<file path="src/tpan_map.svh">
// register offsets, field positions, reset values and frame counts
`ifndef TPAN_MAP_SVH
`define TPAN_MAP_SVH

// ****************************************
// management frame
// ****************************************
`define TPAN_DEVAD 5'h07
`define TPAN_PREAMBLE_ONES 6'd32
`define TPAN_HDR_LAST 4'd13
`define TPAN_DATA_LAST 4'd15
`define TPAN_OP_ADDR 2'b00
`define TPAN_OP_WRITE 2'b01
`define TPAN_OP_RINC 2'b10
`define TPAN_OP_READ 2'b11

// ****************************************
// register offsets
// ****************************************
`define TPAN_OFF_PKG_LO 16'h000e
`define TPAN_OFF_PKG_HI 16'h000f
`define TPAN_OFF_BASE 16'h0010
`define TPAN_OFF_LP_BASE 16'h0013
`define TPAN_OFF_TX1 16'h0016
`define TPAN_OFF_TX2 16'h0017
`define TPAN_OFF_TX3 16'h0018
`define TPAN_OFF_RX1 16'h0019
`define TPAN_OFF_RX2 16'h001a
`define TPAN_OFF_RX3 16'h001b
`define TPAN_OFF_CTRL 16'h0020

// ****************************************
// fields and reset values
// ****************************************
`define TPAN_BASE_ACK 14
`define TPAN_BASE_WR_MASK 16'hbfff
`define TPAN_BASE_RST 16'h1000
`define TPAN_TX1_TOGGLE 11
`define TPAN_TX1_WR_MASK 16'hb7ff
`define TPAN_CTRL_MAN_EN 15
`define TPAN_CTRL_MAN_VAL 14
`define TPAN_CTRL_PORT 13
`define TPAN_CTRL_TEN 12
`define TPAN_CTRL_FIVE 8
`define TPAN_CTRL_TWO_HALF 7
`define TPAN_CTRL_FR_FIVE 6
`define TPAN_CTRL_FR_TWO_HALF 5
`define TPAN_CTRL_PRBS 2
`define TPAN_CTRL_LOOP 0
`define TPAN_CTRL_WR_MASK 16'hf1e4
`define TPAN_CTRL_RST 16'h1004
`define TPAN_WORD_RST 16'h0000

`endif

</file>
<file path="src/tpan_pkg.sv">
// types shared by the auto-negotiation register bank
package tpan_pkg;

  // ****************************************
  // management frame states
  // ****************************************
  typedef enum logic [3:0] {
    TPAN_PRE = 4'b0001,
    TPAN_HDR = 4'b0010,
    TPAN_TA = 4'b0100,
    TPAN_DATA = 4'b1000
  } tpan_frame_t;

  // ****************************************
  // role requested from the negotiation engine
  // ****************************************
  typedef enum logic [1:0] {
    TPAN_ROLE_AUTO = 2'h0,
    TPAN_ROLE_SLAVE = 2'h1,
    TPAN_ROLE_MASTER = 2'h2
  } tpan_role_t;

endpackage : tpan_pkg

</file>
<file path="src/tpan_mgmt_if.sv">
// access strobes between the management slave and the register bank
interface tpan_mgmt_if;
  logic ld_addr;
  logic wr;
  logic rd;
  logic rinc;
  logic [15:0] wdata;
  logic [15:0] rdata;

  modport slave (output ld_addr, output wr, output rd, output rinc, output wdata,
    input rdata);
  modport bank (input ld_addr, input wr, input rd, input rinc, input wdata,
    output rdata);
endinterface : tpan_mgmt_if

</file>
<file path="src/tpan_mdio_slave.sv">
// management frame slave: decodes address, write and read frames
`include "tpan_map.svh"
module tpan_mdio_slave #(
  parameter logic [4:0] PORT_ADDR = 5'h00
) (
  // clock and reset
  input wire logic clock,
  input wire logic rst_b,
  // pins
  input wire logic mdc,
  input wire logic mdio_in,
  output logic mdio_out,
  output logic mdio_oe,
  // register access
  tpan_mgmt_if.slave mg
);

  logic mdc_meta_ff, mdc_sync_ff, mdc_last_ff, dio_meta_ff, dio_sync_ff;
  logic rise, fall, is_read_ff, match_ff;
  logic [5:0] ones_ff;
  logic [3:0] cnt_ff;
  logic [13:0] hdr_ff;
  logic [15:0] shf_ff;
  logic [1:0] op_ff;
  tpan_pkg::tpan_frame_t st_ff;
  logic [13:0] hdr_now;

  // two stages before anything looks at the pins
  always_ff @(posedge clock or negedge rst_b) begin
    if (!rst_b) begin
      mdc_meta_ff <= 1'b1; // idle high, so no false rise after reset
      mdc_sync_ff <= 1'b1;
      mdc_last_ff <= 1'b1;
      dio_meta_ff <= 1'b1;
      dio_sync_ff <= 1'b1;
    end else begin
      mdc_meta_ff <= mdc;
      mdc_sync_ff <= mdc_meta_ff;
      mdc_last_ff <= mdc_sync_ff;
      dio_meta_ff <= mdio_in;
      dio_sync_ff <= dio_meta_ff;
    end
  end

  assign rise = mdc_sync_ff & ~mdc_last_ff;
  assign fall = ~mdc_sync_ff & mdc_last_ff;
  assign hdr_now = {hdr_ff[12:0], dio_sync_ff};

  // frame walk on rising edges of the management clock
  always_ff @(posedge clock or negedge rst_b) begin
    if (!rst_b) begin
      st_ff <= tpan_pkg::TPAN_PRE;
      ones_ff <= 6'd0;
      cnt_ff <= 4'd0;
      hdr_ff <= 14'h0000;
      op_ff <= 2'b00;
      match_ff <= 1'b0;
      is_read_ff <= 1'b0;
    end else if (rise) begin
      case (st_ff)
        tpan_pkg::TPAN_PRE: begin
          if (dio_sync_ff) begin
            if (ones_ff != `TPAN_PREAMBLE_ONES) ones_ff <= ones_ff + 6'd1;
          end else begin
            if (ones_ff == `TPAN_PREAMBLE_ONES) begin
              st_ff <= tpan_pkg::TPAN_HDR;
              cnt_ff <= 4'd1;
              hdr_ff <= 14'h0000;
            end
            ones_ff <= 6'd0;
          end
        end
        tpan_pkg::TPAN_HDR: begin
          hdr_ff <= hdr_now;
          cnt_ff <= cnt_ff + 4'd1;
          if (cnt_ff == `TPAN_HDR_LAST) begin
            st_ff <= tpan_pkg::TPAN_TA;
            cnt_ff <= 4'd0;
            op_ff <= hdr_now[11:10];
            // start bits, port and device must all match
            match_ff <= (hdr_now[13:12] == 2'b00) && (hdr_now[9:5] == PORT_ADDR) &&
              (hdr_now[4:0] == `TPAN_DEVAD);
            is_read_ff <= hdr_now[11];
          end
        end
        tpan_pkg::TPAN_TA: begin
          cnt_ff <= cnt_ff + 4'd1;
          if (cnt_ff == 4'd1) begin
            st_ff <= tpan_pkg::TPAN_DATA;
            cnt_ff <= 4'd0;
          end
        end
        tpan_pkg::TPAN_DATA: begin
          cnt_ff <= cnt_ff + 4'd1;
          if (cnt_ff == `TPAN_DATA_LAST) st_ff <= tpan_pkg::TPAN_PRE;
        end
        default: st_ff <= tpan_pkg::TPAN_PRE;
      endcase
    end
  end

  // one-cycle strobes into the bank; reads fire early so data is ready by turnaround
  always_ff @(posedge clock or negedge rst_b) begin
    if (!rst_b) begin
      mg.ld_addr <= 1'b0;
      mg.wr <= 1'b0;
      mg.rd <= 1'b0;
      mg.rinc <= 1'b0;
    end else begin
      mg.rd <= rise && st_ff == tpan_pkg::TPAN_TA && cnt_ff == 4'd0 && match_ff && is_read_ff;
      mg.rinc <= rise && st_ff == tpan_pkg::TPAN_DATA && cnt_ff == `TPAN_DATA_LAST &&
        match_ff && op_ff == `TPAN_OP_RINC;
      mg.wr <= rise && st_ff == tpan_pkg::TPAN_DATA && cnt_ff == `TPAN_DATA_LAST &&
        match_ff && op_ff == `TPAN_OP_WRITE;
      mg.ld_addr <= rise && st_ff == tpan_pkg::TPAN_DATA && cnt_ff == `TPAN_DATA_LAST &&
        match_ff && op_ff == `TPAN_OP_ADDR;
    end
  end

  // data shifter: in for writes on rises, out for reads on falls
  always_ff @(posedge clock or negedge rst_b) begin
    if (!rst_b) begin
      shf_ff <= 16'h0000;
      mdio_out <= 1'b0;
      mdio_oe <= 1'b0;
    end else if (rise && st_ff == tpan_pkg::TPAN_DATA) begin
      if (!is_read_ff) shf_ff <= {shf_ff[14:0], dio_sync_ff};
      if (cnt_ff == `TPAN_DATA_LAST) mdio_oe <= 1'b0;
    end else if (fall && match_ff && is_read_ff) begin
      if (st_ff == tpan_pkg::TPAN_TA && cnt_ff == 4'd1) begin
        shf_ff <= mg.rdata;
        mdio_out <= 1'b0;
        mdio_oe <= 1'b1;
      end else if (st_ff == tpan_pkg::TPAN_DATA) begin
        mdio_out <= shf_ff[15];
        shf_ff <= {shf_ff[14:0], 1'b0};
      end
    end
  end

  assign mg.wdata = shf_ff;

endmodule : tpan_mdio_slave

</file>
<file path="src/tpan_partner_pages.sv">
// holds the link partner's base page and extended next page words
module tpan_partner_pages (
  // clock and reset
  input wire logic clock,
  input wire logic rst_b,
  // captures from the negotiation engine
  input wire logic base_load,
  input wire logic [15:0] base_word,
  input wire logic xnp_load,
  input wire logic [15:0] xnp_word1,
  input wire logic [15:0] xnp_word2,
  input wire logic [15:0] xnp_word3,
  // software writes
  input wire logic sw_wr2,
  input wire logic sw_wr3,
  input wire logic [15:0] sw_wdata,
  // held words
  output logic [15:0] base_ff,
  output logic [15:0] rx1_ff,
  output logic [15:0] rx2_ff,
  output logic [15:0] rx3_ff
);

  // base page keeps the local layout; bit 12 shows extended page ability
  always_ff @(posedge clock or negedge rst_b) begin
    if (!rst_b) base_ff <= 16'h0000;
    else if (base_load) base_ff <= base_word;
  end

  // partner page capture wins over a software write in the same cycle
  always_ff @(posedge clock or negedge rst_b) begin
    if (!rst_b) begin
      rx1_ff <= 16'h0000;
      rx2_ff <= 16'h0000;
      rx3_ff <= 16'h0000;
    end else if (xnp_load) begin
      rx1_ff <= xnp_word1;
      rx2_ff <= xnp_word2;
      rx3_ff <= xnp_word3;
    end else begin
      if (sw_wr2) rx2_ff <= sw_wdata;
      if (sw_wr3) rx3_ff <= sw_wdata;
    end
  end

endmodule : tpan_partner_pages

</file>
<file path="src/tpan_regs.sv">
// twisted-pair auto-negotiation register bank behind the management pins
//
// Behaviour
// - The 32-bit package identifier reads as bits 15:0 at 0x0e and bits 31:16 at 0x0f.
// - The local base page holds next page, read-only ack, remote fault, extended page, ability, selector.
// - The partner base page uses the local layout and bit 12 shows extended page ability.
// - Transmit word 1 holds next page, message, ack 2, a device-kept toggle and code bits 10:0.
// - Transmit and partner words 2 and 3 carry code bits 26:11 and 42:27.
// - Partner extended page word 1 is read-only: next page, ack, message, ack 2, toggle, code.
// - Control bit 15 set enables manual master/slave choice, reset clears it.
// - With manual choice, control bit 14 picks master when 1 and slave when 0.
// - Control bit 13 advertises multiport when 1 and single port when 0.
// - Control bit 12 decides whether ten-gigabit ability is advertised.
// - Control bits 8 and 7 advertise five and two-and-a-half gigabit ability.
// - Control bits 6 and 5 advertise quick retrain at five and two-and-a-half gigabit.
// - Control bit 2 asks the partner to reset training PRBS each frame, reset value 1.
// - Control bit 0 is read-only latched loop-timing advertisement, reset value 1.
// - The partner ten-gigabit ability counts only once a page has been received.
`include "tpan_map.svh"
module tpan_regs #(
  // arbitrary neutral value for the package identifier
  parameter logic [31:0] PKG_IDENT = 32'h5a3c_0e71,
  parameter logic [4:0] PORT_ADDR = 5'h00
) (
  // clock and reset
  input wire logic clock,
  input wire logic rst_b,
  // management pins
  input wire logic mdc,
  input wire logic mdio_in,
  output logic mdio_out,
  output logic mdio_oe,
  // from the negotiation engine
  input wire logic base_ack_in,
  input wire logic lp_base_load,
  input wire logic [15:0] lp_base_word,
  input wire logic lp_xnp_load,
  input wire logic [15:0] lp_xnp_word1,
  input wire logic [15:0] lp_xnp_word2,
  input wire logic [15:0] lp_xnp_word3,
  input wire logic xnp_sent,
  input wire logic page_received,
  input wire logic lp_ten_gig_in,
  input wire logic loop_timing_cap,
  // to the negotiation engine
  output logic [15:0] base_page_adv,
  output logic [15:0] xnp_tx_word1,
  output logic [15:0] xnp_tx_word2,
  output logic [15:0] xnp_tx_word3,
  output logic [15:0] ctrl_word,
  output tpan_pkg::tpan_role_t role_request,
  output logic lp_ten_gig_valid
);

  // ****************************************
  // management access
  // ****************************************
  tpan_mgmt_if mg ();

  logic mdio_out_w;
  logic mdio_oe_w;

  tpan_mdio_slave #(.PORT_ADDR(PORT_ADDR)) u_slave (
    .clock(clock),
    .rst_b(rst_b),
    .mdc(mdc),
    .mdio_in(mdio_in),
    .mdio_out(mdio_out_w),
    .mdio_oe(mdio_oe_w),
    .mg(mg.slave)
  );

  // both come from flops inside the slave
  assign mdio_out = mdio_out_w;
  assign mdio_oe = mdio_oe_w;

  logic [15:0] addr_ff, rdata_ff, base_ff, tx1_ff, tx2_ff, tx3_ff, ctrl_ff;
  logic loop_ff;
  logic ten_valid_ff;
  tpan_pkg::tpan_role_t role_ff;
  logic [15:0] lp_base;
  logic [15:0] rx1;
  logic [15:0] rx2;
  logic [15:0] rx3;
  logic [15:0] nxt_rdata;
  logic [15:0] ctrl_view;
  logic wr_base;
  logic wr_tx1;
  logic wr_tx2;
  logic wr_tx3;
  logic wr_rx2;
  logic wr_rx3;
  logic wr_ctrl;
  logic rd_ctrl;

  // address pointer: loaded by address frames, stepped after post-read-increment
  always_ff @(posedge clock or negedge rst_b) begin
    if (!rst_b) addr_ff <= 16'h0000;
    else if (mg.ld_addr) addr_ff <= mg.wdata;
    else if (mg.rinc) addr_ff <= addr_ff + 16'h0001;
  end

  // write decode
  assign wr_base = mg.wr && addr_ff == `TPAN_OFF_BASE;
  assign wr_tx1 = mg.wr && addr_ff == `TPAN_OFF_TX1;
  assign wr_tx2 = mg.wr && addr_ff == `TPAN_OFF_TX2;
  assign wr_tx3 = mg.wr && addr_ff == `TPAN_OFF_TX3;
  assign wr_rx2 = mg.wr && addr_ff == `TPAN_OFF_RX2;
  assign wr_rx3 = mg.wr && addr_ff == `TPAN_OFF_RX3;
  assign wr_ctrl = mg.wr && addr_ff == `TPAN_OFF_CTRL;
  assign rd_ctrl = mg.rd && addr_ff == `TPAN_OFF_CTRL;

  // ****************************************
  // partner pages
  // ****************************************
  tpan_partner_pages u_partner (
    .clock(clock),
    .rst_b(rst_b),
    .base_load(lp_base_load),
    .base_word(lp_base_word),
    .xnp_load(lp_xnp_load),
    .xnp_word1(lp_xnp_word1),
    .xnp_word2(lp_xnp_word2),
    .xnp_word3(lp_xnp_word3),
    .sw_wr2(wr_rx2),
    .sw_wr3(wr_rx3),
    .sw_wdata(mg.wdata),
    .base_ff(lp_base),
    .rx1_ff(rx1),
    .rx2_ff(rx2),
    .rx3_ff(rx3)
  );

  // ****************************************
  // local pages
  // ****************************************

  // base page: writable bits take software, ack follows the engine
  always_ff @(posedge clock or negedge rst_b) begin
    if (!rst_b) begin
      base_ff <= `TPAN_BASE_RST;
    end else begin
      if (wr_base) base_ff <= mg.wdata & `TPAN_BASE_WR_MASK;
      else base_ff <= base_ff & `TPAN_BASE_WR_MASK;
      base_ff[`TPAN_BASE_ACK] <= base_ack_in;
    end
  end

  // word 1: toggle flips per page sent and is never written by software
  always_ff @(posedge clock or negedge rst_b) begin
    if (!rst_b) begin
      tx1_ff <= `TPAN_WORD_RST;
    end else begin
      if (wr_tx1) tx1_ff <= mg.wdata & `TPAN_TX1_WR_MASK;
      else tx1_ff <= tx1_ff & `TPAN_TX1_WR_MASK;
      if (xnp_sent) tx1_ff[`TPAN_TX1_TOGGLE] <= ~tx1_ff[`TPAN_TX1_TOGGLE];
      else tx1_ff[`TPAN_TX1_TOGGLE] <= tx1_ff[`TPAN_TX1_TOGGLE];
    end
  end

  // words 2 and 3 extend the code to 43 bits
  always_ff @(posedge clock or negedge rst_b) begin
    if (!rst_b) begin
      tx2_ff <= `TPAN_WORD_RST;
      tx3_ff <= `TPAN_WORD_RST;
    end else begin
      if (wr_tx2) tx2_ff <= mg.wdata;
      if (wr_tx3) tx3_ff <= mg.wdata;
    end
  end

  // ****************************************
  // control
  // ****************************************

  // reserved and latched bits never store software data
  always_ff @(posedge clock or negedge rst_b) begin
    if (!rst_b) ctrl_ff <= `TPAN_CTRL_RST & `TPAN_CTRL_WR_MASK;
    else if (wr_ctrl) ctrl_ff <= mg.wdata & `TPAN_CTRL_WR_MASK;
  end

  // loop timing latches high; a read re-arms it, a new set wins over that read
  always_ff @(posedge clock or negedge rst_b) begin
    if (!rst_b) loop_ff <= 1'b1;
    else if (loop_timing_cap) loop_ff <= 1'b1;
    else if (rd_ctrl) loop_ff <= 1'b0;
  end

  assign ctrl_view = {ctrl_ff[15:1], loop_ff};

  // role handed to the resolution logic; automatic unless forced
  always_ff @(posedge clock or negedge rst_b) begin
    if (!rst_b) role_ff <= tpan_pkg::TPAN_ROLE_AUTO;
    else if (!ctrl_ff[`TPAN_CTRL_MAN_EN]) role_ff <= tpan_pkg::TPAN_ROLE_AUTO;
    else if (ctrl_ff[`TPAN_CTRL_MAN_VAL]) role_ff <= tpan_pkg::TPAN_ROLE_MASTER;
    else role_ff <= tpan_pkg::TPAN_ROLE_SLAVE;
  end

  // partner ability is meaningless before a page arrives, so it is held low
  always_ff @(posedge clock or negedge rst_b) begin
    if (!rst_b) ten_valid_ff <= 1'b0;
    else ten_valid_ff <= page_received & lp_ten_gig_in;
  end

  // ****************************************
  // read path
  // ****************************************

  // unmapped offsets read zero
  always_comb begin
    nxt_rdata = 16'h0000;
    if (addr_ff == `TPAN_OFF_PKG_LO) nxt_rdata = PKG_IDENT[15:0];
    else if (addr_ff == `TPAN_OFF_PKG_HI) nxt_rdata = PKG_IDENT[31:16];
    else if (addr_ff == `TPAN_OFF_BASE) nxt_rdata = base_ff;
    else if (addr_ff == `TPAN_OFF_LP_BASE) nxt_rdata = lp_base;
    else if (addr_ff == `TPAN_OFF_TX1) nxt_rdata = tx1_ff;
    else if (addr_ff == `TPAN_OFF_TX2) nxt_rdata = tx2_ff;
    else if (addr_ff == `TPAN_OFF_TX3) nxt_rdata = tx3_ff;
    else if (addr_ff == `TPAN_OFF_RX1) nxt_rdata = rx1;
    else if (addr_ff == `TPAN_OFF_RX2) nxt_rdata = rx2;
    else if (addr_ff == `TPAN_OFF_RX3) nxt_rdata = rx3;
    else if (addr_ff == `TPAN_OFF_CTRL) nxt_rdata = ctrl_view;
  end

  // read data is frozen at the strobe so the shifter sees one value
  always_ff @(posedge clock or negedge rst_b) begin
    if (!rst_b) rdata_ff <= 16'h0000;
    else if (mg.rd) rdata_ff <= nxt_rdata;
  end

  assign mg.rdata = rdata_ff;

  // outputs, each a flop
  assign base_page_adv = base_ff;
  assign xnp_tx_word1 = tx1_ff;
  assign xnp_tx_word2 = tx2_ff;
  assign xnp_tx_word3 = tx3_ff;
  assign ctrl_word = ctrl_view;
  assign role_request = role_ff;
  assign lp_ten_gig_valid = ten_valid_ff;

  // ****************************************
  // checks
  // ****************************************
  // fixed words, local pages and the partner base page
  a_pkg_low_read: assert property (@(posedge clock) disable iff (!rst_b)
    mg.rd && addr_ff == `TPAN_OFF_PKG_LO |=>
      rdata_ff == PKG_IDENT[15:0])
    else $error("package ident low word read wrong");

  a_pkg_high_read: assert property (@(posedge clock) disable iff (!rst_b)
    mg.rd && addr_ff == `TPAN_OFF_PKG_HI |=>
      rdata_ff == PKG_IDENT[31:16])
    else $error("package ident high word read wrong");

  a_base_ack_follows: assert property (@(posedge clock) disable iff (!rst_b)
    wr_base |=>
      base_ff[`TPAN_BASE_ACK] == $past(base_ack_in))
    else $error("base page ack taken from software");

  a_partner_base_load: assert property (@(posedge clock) disable iff (!rst_b)
    lp_base_load |=>
      lp_base == $past(lp_base_word))
    else $error("partner base page not captured");

  a_toggle_flips: assert property (@(posedge clock) disable iff (!rst_b)
    xnp_sent |=>
      tx1_ff[`TPAN_TX1_TOGGLE] != $past(tx1_ff[`TPAN_TX1_TOGGLE]))
    else $error("toggle did not flip on page sent");

  a_code_mid_write: assert property (@(posedge clock) disable iff (!rst_b)
    wr_tx2 |=>
      tx2_ff == $past(mg.wdata) ##1 xnp_tx_word2 == $past(tx2_ff))
    else $error("middle code word not stored");

  // partner words
  a_code_rx_capture: assert property (@(posedge clock) disable iff (!rst_b)
    lp_xnp_load |=>
      rx2 == $past(lp_xnp_word2) && rx3 == $past(lp_xnp_word3))
    else $error("partner code words not captured");

  a_rx1_read_only: assert property (@(posedge clock) disable iff (!rst_b)
    !lp_xnp_load |=>
      rx1 == $past(rx1))
    else $error("partner word 1 changed without capture");

  // control and role
  a_role_manual: assert property (@(posedge clock) disable iff (!rst_b)
    ctrl_ff[`TPAN_CTRL_MAN_EN] && ctrl_ff[`TPAN_CTRL_MAN_VAL] |=>
      role_request == tpan_pkg::TPAN_ROLE_MASTER)
    else $error("manual master not requested");

  a_role_slave: assert property (@(posedge clock) disable iff (!rst_b)
    ctrl_ff[`TPAN_CTRL_MAN_EN] && !ctrl_ff[`TPAN_CTRL_MAN_VAL] |=>
      role_request == tpan_pkg::TPAN_ROLE_SLAVE)
    else $error("manual slave not requested");

  a_role_auto: assert property (@(posedge clock) disable iff (!rst_b)
    !ctrl_ff[`TPAN_CTRL_MAN_EN] |=>
      role_request == tpan_pkg::TPAN_ROLE_AUTO)
    else $error("role forced without manual enable");

  a_port_type_write: assert property (@(posedge clock) disable iff (!rst_b)
    wr_ctrl |=>
      ctrl_word[`TPAN_CTRL_PORT] == $past(mg.wdata[`TPAN_CTRL_PORT]))
    else $error("port type bit not stored");

  a_ten_adv_write: assert property (@(posedge clock) disable iff (!rst_b)
    wr_ctrl |=>
      ctrl_word[`TPAN_CTRL_TEN] == $past(mg.wdata[`TPAN_CTRL_TEN]))
    else $error("ten gig advert bit not stored");

  a_speed_adv_write: assert property (@(posedge clock) disable iff (!rst_b)
    wr_ctrl |=>
      ctrl_word[8:7] == $past(mg.wdata[8:7]))
    else $error("speed advert bits not stored");

  a_retrain_adv_write: assert property (@(posedge clock) disable iff (!rst_b)
    wr_ctrl |=>
      ctrl_word[6:5] == $past(mg.wdata[6:5]))
    else $error("quick retrain bits not stored");

  a_loop_latched: assert property (@(posedge clock) disable iff (!rst_b)
    loop_timing_cap |=>
      ctrl_word[`TPAN_CTRL_LOOP] ##1 (ctrl_word[`TPAN_CTRL_LOOP] || $past(rd_ctrl)))
    else $error("loop timing advert not latched");

  a_loop_clear_read: assert property (@(posedge clock) disable iff (!rst_b)
    rd_ctrl && !loop_timing_cap |=>
      !ctrl_word[`TPAN_CTRL_LOOP])
    else $error("loop timing advert not cleared by read");

  a_ten_valid_gate: assert property (@(posedge clock) disable iff (!rst_b)
    !page_received |=>
      !lp_ten_gig_valid)
    else $error("partner ten gig shown before page received");

  a_ten_valid_set: assert property (@(posedge clock) disable iff (!rst_b)
    page_received && lp_ten_gig_in |=>
      lp_ten_gig_valid)
    else $error("partner ten gig not shown after page received");

endmodule : tpan_regs

</file>
<file path="config.mk">
export PLATFORM = sky130hd
export DESIGN_NAME = tpan_regs
export DESIGN_NICKNAME = d
export VERILOG_FILES = /design/src/tpan_pkg.sv /design/src/tpan_mgmt_if.sv /design/src/tpan_mdio_slave.sv /design/src/tpan_partner_pages.sv /design/src/tpan_regs.sv
export VERILOG_INCLUDE_DIRS = /design/src
export SDC_FILE = /design/constraint.sdc
export NUM_CORES = 1
export LEC_CHECK = 0
export BUFFER_PORTS_ARGS = -buffer_cell sky130_fd_sc_hd__buf_2
export CAP_MARGIN = 20
export CORE_MARGIN = 8
export CORE_UTILIZATION = 35
export DETAILED_ROUTE_END_ITERATION = 12
export GPL_TIMING_DRIVEN = 0
export SYNTH_ARGS = -nofsm -noshare
export SYNTH_HDL_FRONTEND = slang
export SYNTH_SLANG_ARGS = --single-unit
</file>
<file path="constraint.sdc">
create_clock -name clock -period 4.8 [get_ports clock]
set_input_delay 0.72 -clock clock [delete_from_list [all_inputs] [get_ports clock]]
set_output_delay 0.72 -clock clock [all_outputs]
set_load 0.02 [all_outputs]
</file>
Yosys cells after proc, flatten, opt, wreduce, memory -nomap -nowiden
Cells that the tools add are included.
W data, S select, Z words.
{"block": "classes", "n_addsub": 3, "eq_ne": 31, "n_mux": 48, "n_bitwise": 7, "n_reduce_logical": 45}
{"cell": "$mux W16", "count": 22}
{"cell": "$eq A16 B5 Y1 const B", "count": 8}
{"cell": "$mux W4", "count": 9}
{"cell": "$eq A16 B4 Y1 const B", "count": 2}
{"cell": "$pmux W4 S4", "count": 2}
{"cell": "$mux W13", "count": 2}
{"cell": "$pmux W13 S2", "count": 1}
{"cell": "$logic_and A1 B1 Y1", "count": 23}
{"cell": "$add A16 B1 Y16 const B", "count": 1}
{"cell": "$eq A16 B6 Y1 const B", "count": 1}
{"cell": "$reduce_bool A2 Y1", "count": 8}
{"cell": "$reduce_and A3 Y1", "count": 5}
{"cell": "$eq A4 B4 Y1 const B", "count": 3}
{"cell": "$mux W6", "count": 2}
{"cell": "$ne A2 B1 Y1 const B", "count": 5}
{"cell": "$eq A4 B1 Y1 const B", "count": 2}
{"cell": "$mux W1", "count": 8}
{"cell": "$reduce_and A4 Y1", "count": 2}
{"cell": "$add A6 B1 Y6 const B", "count": 1}
{"cell": "$eq A6 B6 Y1 const B", "count": 1}
{"cell": "$ne A2 B2 Y1 const B", "count": 3}
{"cell": "$ne A6 B6 Y1 const B", "count": 1}
{"cell": "$reduce_and A6 Y1", "count": 1}
{"cell": "$eq A5 B3 Y1 const B", "count": 1}
{"cell": "other kinds (13)", "count": 20}
{"block": "word_totals", "reg_bits": 231, "inputBits": 75}

Depth between registers and ports, before layout
Gate-level depths: netlist (run 1).
{"block": "depth", "word_depth": 12, "mapped_depth": 10, "depth_no_buf": 8}

Modules after synthesis
Synthesis (run 1) repeated with hierarchy kept, for this count alone.
{"block": "hier_totals", "cells_unflattened": 1120, "hier_area_um2": 11910.2}
{"module": "tpan_regs", "instances": 1, "cells_each": 661, "area_each_um2": 6404.9, "seq_area_each_um2": 2707.6}
{"module": "tpan_partner_pages", "instances": 1, "cells_each": 207, "area_each_um2": 2812.7, "seq_area_each_um2": 1601.5}
{"module": "tpan_mdio_slave", "instances": 1, "cells_each": 252, "area_each_um2": 2692.6, "seq_area_each_um2": 1433.9}

Least setup slack after synthesis (run 1)
OpenSTA, ideal clock, no wires.
{"block": "synth_path", "path_type": "register to register", "startpoint": "register addr_ff[0]", "endpoint": "register rdata_ff[14] (netlist: mg.rdata[14])", "setup_ns": 0.082, "arrival_ns": 2.234, "path_slack_ns": 2.484, "stages_incl_launch_ff": 10, "cell_sequence": "dfrtp_1 > inv_1 > ha_1 > or3b_2 > buf_2 > nor4_4 > o2bb2ai_1 > o211ai_1 > a22o_1 > a31oi_1"}
{"block": "synth_via", "elab_chain_len": 12, "word_cells_on_any_way": 22, "cone_classes": "11 x eq/ne; 11 x mux"}
{"item": "start: declaration", "line": "tpan_regs.sv:77", "rtl": "logic [15:0] addr_ff, rdata_ff, base_ff, tx1_ff, tx2_ff, tx3_ff, ctrl_ff;"}
{"item": "start signal: assignment", "line": "tpan_regs.sv:99", "rtl": "else if (mg.ld_addr) addr_ff <= mg.wdata;"}
{"item": "start signal: assignment", "line": "tpan_regs.sv:100", "rtl": "else if (mg.rinc) addr_ff <= addr_ff + 16'h0001;"}
{"item": "$eq A16 B6 Y1 (no source line)"}
{"item": "$mux W16", "line": "tpan_regs.sv:222", "rtl": "else if (addr_ff == `TPAN_OFF_CTRL) nxt_rdata = ctrl_view;"}
{"item": "$mux W16", "line": "tpan_regs.sv:221", "rtl": "else if (addr_ff == `TPAN_OFF_RX3) nxt_rdata = rx3;"}
{"item": "$mux W16", "line": "tpan_regs.sv:220", "rtl": "else if (addr_ff == `TPAN_OFF_RX2) nxt_rdata = rx2;"}
{"item": "$mux W16", "line": "tpan_regs.sv:219", "rtl": "else if (addr_ff == `TPAN_OFF_RX1) nxt_rdata = rx1;"}
{"item": "$mux W16", "line": "tpan_regs.sv:218", "rtl": "else if (addr_ff == `TPAN_OFF_TX3) nxt_rdata = tx3_ff;"}
{"item": "$mux W16", "line": "tpan_regs.sv:217", "rtl": "else if (addr_ff == `TPAN_OFF_TX2) nxt_rdata = tx2_ff;"}
{"item": "$mux W16", "line": "tpan_regs.sv:216", "rtl": "else if (addr_ff == `TPAN_OFF_TX1) nxt_rdata = tx1_ff;"}
{"item": "$mux W16", "line": "tpan_regs.sv:215", "rtl": "else if (addr_ff == `TPAN_OFF_LP_BASE) nxt_rdata = lp_base;"}
{"item": "$mux W16", "line": "tpan_regs.sv:214", "rtl": "else if (addr_ff == `TPAN_OFF_BASE) nxt_rdata = base_ff;"}
{"item": "$mux W16", "line": "tpan_regs.sv:213", "rtl": "else if (addr_ff == `TPAN_OFF_PKG_HI) nxt_rdata = PKG_IDENT[31:16];"}
{"item": "$mux W16 (*)", "line": "tpan_regs.sv:212", "rtl": "if (addr_ff == `TPAN_OFF_PKG_LO) nxt_rdata = PKG_IDENT[15:0];"}
{"item": "end signal: assignment", "line": "tpan_regs.sv:228", "rtl": "else if (mg.rd) rdata_ff <= nxt_rdata;"}
{"item": "end: declaration", "line": "tpan_regs.sv:77"}
Every way passes the cells marked *; elsewhere a longest branch is shown, timed or not.
A chain may end at the register's enable or synchronous reset.

Worst setup path after layout (run 1)
{"block": "layout_path", "startpoint": "register addr_ff[9]", "endpoint": "register rdata_ff[11] (netlist: mg.rdata[11])"}
{"block": "layout_via", "elab_chain_len": 11, "word_cells_on_any_way": 20, "cone_classes": "10 x eq/ne; 10 x mux"}
{"item": "$eq A16 B5 Y1 (no source line)"}
{"item": "$mux W16", "line": "tpan_regs.sv:221"}
{"item": "$mux W16", "line": "tpan_regs.sv:220"}
{"item": "$mux W16", "line": "tpan_regs.sv:219"}
{"item": "$mux W16", "line": "tpan_regs.sv:218"}
{"item": "$mux W16", "line": "tpan_regs.sv:217"}
{"item": "$mux W16", "line": "tpan_regs.sv:216"}
{"item": "$mux W16", "line": "tpan_regs.sv:215"}
{"item": "$mux W16", "line": "tpan_regs.sv:214"}
{"item": "$mux W16", "line": "tpan_regs.sv:213"}
{"item": "$mux W16 (*)", "line": "tpan_regs.sv:212"}
Marks and branches as above.

==> out/metrics.cfg, run 1 <==
[run_status]
status=completed

[timing]
fin_crit_ns=3.298
finalHoldViolCount=0
maxSlewHeadroom_pct=33.05
post-route-period-util_pct=68.71
skew_ns=0.02674
slew_violations=0
rsz0062_at_grt=false
worst_pin_slew_ns=0.9957
worst_hold_slack_ns=0.2513
max_freq_mhz=303.2
setup_viol=0

[die]
core_um2=32540
die_area_um2=39040
rows=66
pin_count=160
start_util_pct=35.47
die_h_um=197.6
die_x_um=197.6

[grt]
antenna_found_initial=0
grt_pass1_vias=9761
gr-usage-all-layers_pct=20.61
grt_start_max_net_pins=119
grt_first_pass_wirelength_mm=61.91
grt-ovfl-total=0

[yosys]
ys_async_sr_fraction_pct=100.0
synth_ff_type=dfrtp_1
ys_ff_latch=229
yosys.area.top_type=dfrtp_1
syn_avg_cell_area_um2=10.25
synth.area.top_cells=dfrtp_1, mux2_2, o21ai_0
ys_seq_area_share_pct=49.77
yosysUniqueCellTypes=72
synth_top_area_share_pct=47.49
syn_area_um2=11540
ys_warn_count=0
synth_edf_count=0
synth_cells=1126

[place]
numPlacedInstances=1726
gp_congestion=0.9275
io_buffers=150
placed_cell_area_um2=12930
dp_hpwl_mm=30.12

[clock_network]
numClockSinks=229
cts_buffer_depth=3
root_buffer=clkbuf_16
ctsResizeCount=0
path_clk_slew_ns=0.07
ctsHtreeMaxLevel=1
cts_tree=built
worst_skew_pair.late_latency_ns=0.56
cts_buffers=27

[drt]
finalWirelength_mm=40.91
first_pass_iters=5
wl_per_cell_um=23.04
first_iter_violations=974
via_count=9810
final_antenna_net_count=0
drt-vias-per-instance=5.524
drc=0

[final_layout]
instances_no_fill=1776
layout.nets=1398
layout-drive-gt1-share_pct=27.44
final_area_um2=13920
seq_area_um2=5743
syn_to_final_growth_pct=20.66
diodes=0
multi_input_area_um2=5320
final.fill_count=3201

[power_and_ir_drop]
power_leakage_uw=0.006359
p_total_uw=5053
p_int_uw=3675
combPwrFrac_pct=12.5
ir_worst_vdd_v=0.0002484
seqPwrFrac_pct=42.6
power_switching_uw=1378
netSwitchingFraction_pct=27.27
powerDensity_nw_per_um2=362.9
clkPwrFrac_pct=44.9

[min_path]
hold_class=in -> reg

[critical_path]
end_kind=flip-flop
cp-start-kind=flip-flop
required_ns=5.22
crit_fanout=10
crit_type=reg -> reg
crit_arrival_ns=3.72

[run]
max_cap_violations=0

cell usage after synthesis (all sizes together), types with 15 or more instances:
cell and instances:
nand2 138, nand3 17, a31oi 17, buf 35, o211ai 15, clkbuf 57, dfrtp 219, a22o 15
nor3 23, mux2i 35, inv 17, o21ai 106, nor2 65, nor2b 15, mux2 103, a21oi 61
power by group through the flow:
stage / combinational [uW] / sequential, uW / clock, uW
2_1_floorplan: 389 / 2150 / 0
3_3_place_gp: 606 / 2180 / 0
3_5_place_dp: 624 / 2180 / 0
4_1_cts: 628 / 2150 / 2310
5_1_grt: 702 / 2160 / 2380
6_report: 630 / 2150 / 2270
cell usage in the layout (no fill, tap or decap), drive strengths merged, types with 15 or more instances in the layout:
master,n
a21oi,61
a22o,15
a31oi,17
buf,187
clkbuf,94
dfrtp,219
inv,19
mux2,103
mux2i,35
nand2,138
nand3,17
nor2,65
nor2b,15
nor3,23
o211ai,15
o21ai,106
final timing paths:
| check | slack, ns | endpoint | depth (start not counted) | start |
|---|---|---|---|---|
| setup / recovery | 1.50 | mg.rdata[11] | 7 | addr_ff[9] |
| hold / removal | 0.25 | u_slave.mdc_meta_ff | 1 | mdc |
| setup reg to reg | 1.50 | mg.rdata[11] | 7 | addr_ff[9] |
| hold reg to reg | 0.35 | u_slave.dio_sync_ff | 0 | u_slave.dio_meta_ff |
| max in group asynchronous | 3.42 | u_partner.rx3_ff[14] | 3 | rst_b |
| min in group asynchronous | 0.55 | u_slave.ones_ff[0] | 2 | rst_b |
critical path: stages, from the launching register on:
cell      delay (ns)
dfrtp_1         0.44
or4_4           0.57
buf_6           0.18
nor3_2          0.67
clkbuf_1        0.54
o21ai_0         0.32
o211ai_1        0.31
a21oi_1         0.14
what timing repair did:
item	4_1_cts	5_1_grt
hold endpoints to repair	5	0
hold buffers	1	0
buffers inserted	0	0
per-layer routing:
metal | GRT usage (%) | share of wire (%) | routed length [um]
met1 | 28.88 | 44 | 17830
met2 | 31.88 | 46 | 18630
met3 | 4.174 | 8.2 | 3358
met5 | 0 | 0 | 0
met4 | 5.863 | 2.7 | 1098
stage by stage:
step	util [%]	setup WS, ns	setup TNS, ns
2_1_floorplan	-	2.484	0
3_3_place_gp	39.54	-1.250	-268.27
3_5_place_dp	39.74	1.659	0
4_1_cts	42.79	1.672	0
5_1_grt	42.79	1.353	0
6_report	42.79	1.502	0
cells by family (layout without fill, tap and decap cells):
group	count (synthesis)	count (layout)	share of synthesized area [%]
buffers and inverters	109	311	4.326
multiplexers	138	138	13.09
other	1	7	0.03250
flip-flops	229	229	49.77
AND/OR/NAND/NOR	341	341	15.42
adder cells (fa/ha/maj)	9	9	0.9758
AO/OA/AOI/OAI	276	276	14.65
XOR/XNOR	23	23	1.746
area by class of cell:
class,count,area share (%)
plain buffers,92,3.127
clock buffers,37,5.554
clock inverters,12,1.501
inverters,17,0.4583
multi-input cells,794,38.21
flip-flops and latches,229,41.25
well taps,442,3.972
repair buffers,153,5.931
(Power assumes the default switching activity.)
==> run 2: changes to the inputs <==
Clock period 4.8 ns to 3 ns, I/O delays scaled along.
==> run 2 against run 1 <==
Compared with the run above: sequential power up 60%; final cell count up 0.79%; clock power up 60%; sequential share of layout area down 0.65 points; critical path depth unchanged; core utilization up 0.68 points; maximum frequency up 11%; worst setup slack worse by 1.5 ns; via count up 0.76%; critical path type unchanged; highest routed layer is now met5.
==> out/metrics.cfg, run 2 (same netlist as run 1, synthesis figures left out) <==
[run_status]
status=completed

[critical_path]
crit_type=reg -> reg
crit_path_frequent_cell=clkbuf_1
crit_arrival_ns=3.39
crit_buf_inv=3
crit_fanout=10
cp_slowest_cell=a222oi_1
crit_path_cell_trace=clkbuf_1, clkbuf_1, clkbuf_1, a21o_1, o21ai_0, a222oi_1, o21ai_0
critPathMaxStageDelay_ns=0.59
reg2reg_slack_ns=0.04
end_kind=flip-flop
cp-start-kind=flip-flop
required_ns=3.43
crit_family=compound AO/OA/AOI/OAI gates

[final_layout]
mostFrequentLayoutCells=dfrtp_1, buf_2, nand2_1, mux2_2, o21ai_0
diodes=0
final_util_pct=43.48
layout-drive-gt1-share_pct=28.71
layout.nets=1412
mostFrequentLayoutCell=dfrtp_1
syn_to_final_growth_pct=22.59
instances_no_fill=1790

[timing]
setup_ws_ns=0.04076
max_freq_mhz=337.9
fin_crit_ns=2.959
finalSetupTns_ns=0
slew_violations=0
maxSlewHeadroom_pct=35.02
finalHoldViolCount=0
rsz0062_at_grt=true
worst_pin_slew_ns=0.9747
setup_viol=0
post-route-period-util_pct=98.64
skew_ns=0.01973

[clock_network]
cts_buffers=27
root_buffer=clkbuf_16
worst_skew_pair.late_latency_ns=0.56
cts_buffer_depth=3
numClockSinks=229
cts_tree=built
ctsHtreeMaxLevel=1
path_clk_slew_ns=0.06

[min_path]
hold_class=in -> reg

[die]
core_um2=32540
die_area_um2=39040
start_util_pct=35.47
rows=66
pin_count=160
die_x_um=197.6
die_h_um=197.6

[power_and_ir_drop]
powerDensity_nw_per_um2=572.8
p_total_uw=8103
ir_worst_vdd_v=0.0004059
power_switching_uw=2212
power_leakage_uw=0.006474
p_int_uw=5891
clkPwrFrac_pct=44.8
netSwitchingFraction_pct=27.30
seqPwrFrac_pct=42.5
combPwrFrac_pct=12.7

[grt]
grt_pass1_vias=9801
antenna_found_initial=1
grt_start_max_net_pins=119
grt-ovfl-total=0
gr-usage-all-layers_pct=20.65
grt_first_pass_wirelength_mm=62.09

[drt]
final_antenna_net_count=0
first_iter_violations=967
drc=0
wl_per_cell_um=22.92
via_count=9885
finalWirelength_mm=41.02
drt-vias-per-instance=5.522
first_pass_iters=6

[place]
pre_cts_slack_ns=-0.1410
gp_congestion=0.9275
numPlacedInstances=1726
dp_hpwl_mm=30.12
io_buffers=150

[run]
max_cap_violations=0

-- run 2: cell count changes in the layout (fill, tap and decap cells not counted), sizes merged --
cell / delta
buf: +11
dlygate4sd3: +3
-- run 2: repair_timing --
item / 4_1_cts / 5_1_grt
endpoints found under the hold margin: 11 / 0
hold buffers: 4 / 0
buffers inserted: 0 / 11
pin swaps: 1 / 5
endpoints found under the setup margin: 7 / 88
gates cloned: 0 / 0
gates resized for setup: 5 / 17
-- run 2: cell type report --
class                      instances  area [um2]
clock inverter                    12       209.0
fill                            3189       18390
tap                              442       553.0
multi-input combinational        794        5410
inverter                          17       63.81
buffer                            92       442.9
clock buffer                      37       773.2
sequential                       229        5743
timing repair buffer             167       950.9
-- run 2: through the flow --
stage / area, um2 / hold WS [ns]
floorplan: 11560 / 0.1544
global placement: 12870 / 0.3462
detailed placement: 12930 / 0.2657
CTS: 13980 / 0.05138
global route: 14150 / 0.07175
finish: 14150 / 0.07943
-- run 2: worst paths after layout --
check                               startpoint                  end  cells after the start
max                                 addr_ff[3]         mg.rdata[15]                      7
max reg2reg                         addr_ff[3]         mg.rdata[15]                      7
min reg2reg                u_slave.dio_meta_ff  u_slave.dio_sync_ff                      0
min                                   xnp_sent     xnp_tx_word1[11]                      2
max in group asynchronous                rst_b          ctrl_ff[14]                      3
min in group asynchronous                rst_b   u_slave.ones_ff[0]                      2
-- run 2: layer usage --
layer	track usage, %	wire (um)	vias to the layer above
li1	-	-	4440
met1	29.01	17980	4916
met2	31.86	18550	449
met3	4.089	3315	78
met4	6.001	1176	2
met5	0	8	-
-- run 2: worst register-to-register path: stages, from the launching register on --
cell,delay [ns]
dfrtp_1,0.32
clkbuf_1,0.29
clkbuf_1,0.47
clkbuf_1,0.43
a21o_1,0.40
o21ai_0,0.19
a222oi_1,0.59
o21ai_0,0.14
-- run 2: power by group through the flow --
| stage | combinational, uW | sequential [uW] | clock [uW] |
|---|---|---|---|
| floorplan | 623 | 3440 | 0 |
| global placement | 969 | 3490 | 0 |
| detailed placement | 999 | 3490 | 0 |
| CTS | 1010 | 3440 | 3700 |
| global route | 1140 | 3470 | 3810 |
| finish | 1030 | 3450 | 3630 |
==> run 3: changes to the inputs <==
Settings changed: RECOVER_POWER set to 100.
==> run 3 against run 2 <==
Compared with the run above: the flow now finishes with violations (capacitance limit, slew limit); clock skew about the same; non-clock buffer count unchanged; die area unchanged; sequential share of layout area increased by 0.52 points; clock power about the same; global-route usage unchanged; worst hold slack got worse by 0.0032 ns; flip-flop and latch count unchanged; critical endpoint unchanged.
==> out/metrics.cfg, run 3 (same netlist as run 1, synthesis figures left out) <==
[drt]
drc=0
drt-vias-per-instance=5.499
finalWirelength_mm=41.09
wl_per_cell_um=22.95
final_antenna_net_count=0
via_count=9843
first_iter_violations=937
first_pass_iters=5

[timing]
rsz0062_at_grt=true
worst_pin_slew_ns=1.654
maxSlewHeadroom_pct=-10.30
max_freq_mhz=334.0
worst_hold_slack_ns=0.07624
fin_crit_ns=2.994
finalHoldViolCount=0
post-route-period-util_pct=99.79
slew_violations=119
setup_viol=0
skew_ns=0.01993
setup_ws_ns=0.006381

[critical_path]
reg2reg_depth=7
end_kind=flip-flop
crit_fanout=10
worstReg2RegEnd=mg.rdata[15]
r2r-start=addr_ff[3]
critPathMaxStageDelay_ns=0.60
crit_type=reg -> reg
crit_path_cell_trace=clkbuf_1, clkbuf_1, clkbuf_1, a21o_1, o21ai_0, a222oi_1, o21ai_0
required_ns=3.43
crit_path_frequent_cell=clkbuf_1
reg2reg_slack_ns=0.006
cp-start-kind=flip-flop
crit_arrival_ns=3.42
cp_slowest_cell=a222oi_1

[clock_network]
worst_skew_pair.late_latency_ns=0.56
cts_buffer_depth=3
cts_buffers=27
numClockSinks=229
cts_tree=built
path_clk_slew_ns=0.06
root_buffer=clkbuf_16
ctsHtreeMaxLevel=1

[die]
die_area_um2=39040
start_util_pct=35.47
die_x_um=197.6
die_h_um=197.6
rows=66
core_um2=32540
pin_count=160

[final_layout]
syn_to_final_growth_pct=21.03
mostFrequentLayoutCells=dfrtp_1, clkbuf_1, nand2_1, o21ai_0, mux2_2
mostFrequentLayoutCell=dfrtp_1
layout.nets=1412
diodes=0
final.fill_count=3227
layout-drive-gt1-share_pct=22.26

[power_and_ir_drop]
powerDensity_nw_per_um2=579.1
power_leakage_uw=0.006102
ir_worst_vdd_v=0.0004066

[min_path]
hold_class=in -> reg
holdPathEnd=xnp_tx_word1[11]
worstHoldPathCells=2
min_from=xnp_sent

[run_status]
violations=capacitance limit, slew limit
status=finished, violations left

[run]
max_cap_violations=1

[place]
io_buffers=150
dp_hpwl_mm=30.12
gp_congestion=0.9275
pre_cts_slack_ns=-0.1410

[grt]
grt_pass1_vias=9801
grt_start_max_net_pins=119
antenna_found_initial=1
grt-ovfl-total=0
grt_first_pass_wirelength_mm=62.09
gr-usage-all-layers_pct=20.65

==> run 3: cell count changes in the layout (fill, tap and decap cells not counted), sizes merged <==
cell / previous run / this run
buf: 198 / 109
clkbuf: 94 / 183
==> run 3: area by class of cell <==
class	instances	area, um2	area share (%)
buffer	92	440.4	3.153
clock buffer	37	773.2	5.536
clock inverter	12	209.0	1.496
inverter	17	63.81	0.4569
multi-input combinational	794	5384	38.55
sequential	229	5743	41.12
tap	442	553.0	3.960
timing repair buffer	167	800.8	5.733
==> run 3: worst max-delay path, delay by kind of cell, from the launching register on <==
| kind | cells | cell delay [ns] |
|---|---|---|
| AOI/OAI and AO/OA | 4 | 1.33 |
| buffers and inverters | 3 | 1.22 |
| DFF | 1 | 0.32 |
==> run 3: metrics by stage <==
stage               utilization, %  total power [uW]  instance area (um2)  TNS (ns)  instances
CTS                          42.96              8150                13980         0       1779
floorplan                        -              4060                11560         0       1132
global placement             39.54              4460                12870   -616.61       1724
global route                 42.93              8390                13970    -2.514       1790
finish                       42.93              8088                13970         0       1790
detailed placement           39.74              4492                12930   -0.6021       1726
==> run 3: what timing repair did <==
action,CTS,global route
hold buffers,4,0
resized for setup,5,17
setup endpoints to repair,7,88
buffers inserted,0,11
cloned,0,0
hold endpoints to repair,11,0
pin swaps,1,5
==> run 3: worst max-delay path by stage <==
stage,startpoint,endpoint,slack [ns],depth (start not counted)
6_report,addr_ff[3],mg.rdata[15],0.006,7
5_1_grt,addr_ff[3],mg.rdata[15],-0.10,7
4_1_cts,addr_ff[0],mg.rdata[2],0.01,8
3_5_place_dp,addr_ff[9],mg.rdata[11],-0.14,7
3_3_place_gp,rst_b,ctrl_ff[13],-2.78,1
2_1_floorplan,addr_ff[0],mg.rdata[14],0.68,9
==> run 3: where the power goes <==
part	internal [uW]	total, uW	switching [uW]	leakage (uW)
Combinational	345	1000	658	0.00261
Clock	2240	3640	1400	0.000478
Sequential	3290	3440	155	0.00302
==> run 3: metal layers <==
metal / routed length [um] / vias up / global-route usage [%] / part of all wire (%)
li1: - / 4445 / - / -
met1: 17980 / 4889 / 29.01 / 44
met2: 18630 / 440 / 31.86 / 45
met3: 3352 / 67 / 4.089 / 8.2
met4: 1105 / 2 / 6.001 / 2.7
met5: 13 / - / 0 / 0.032
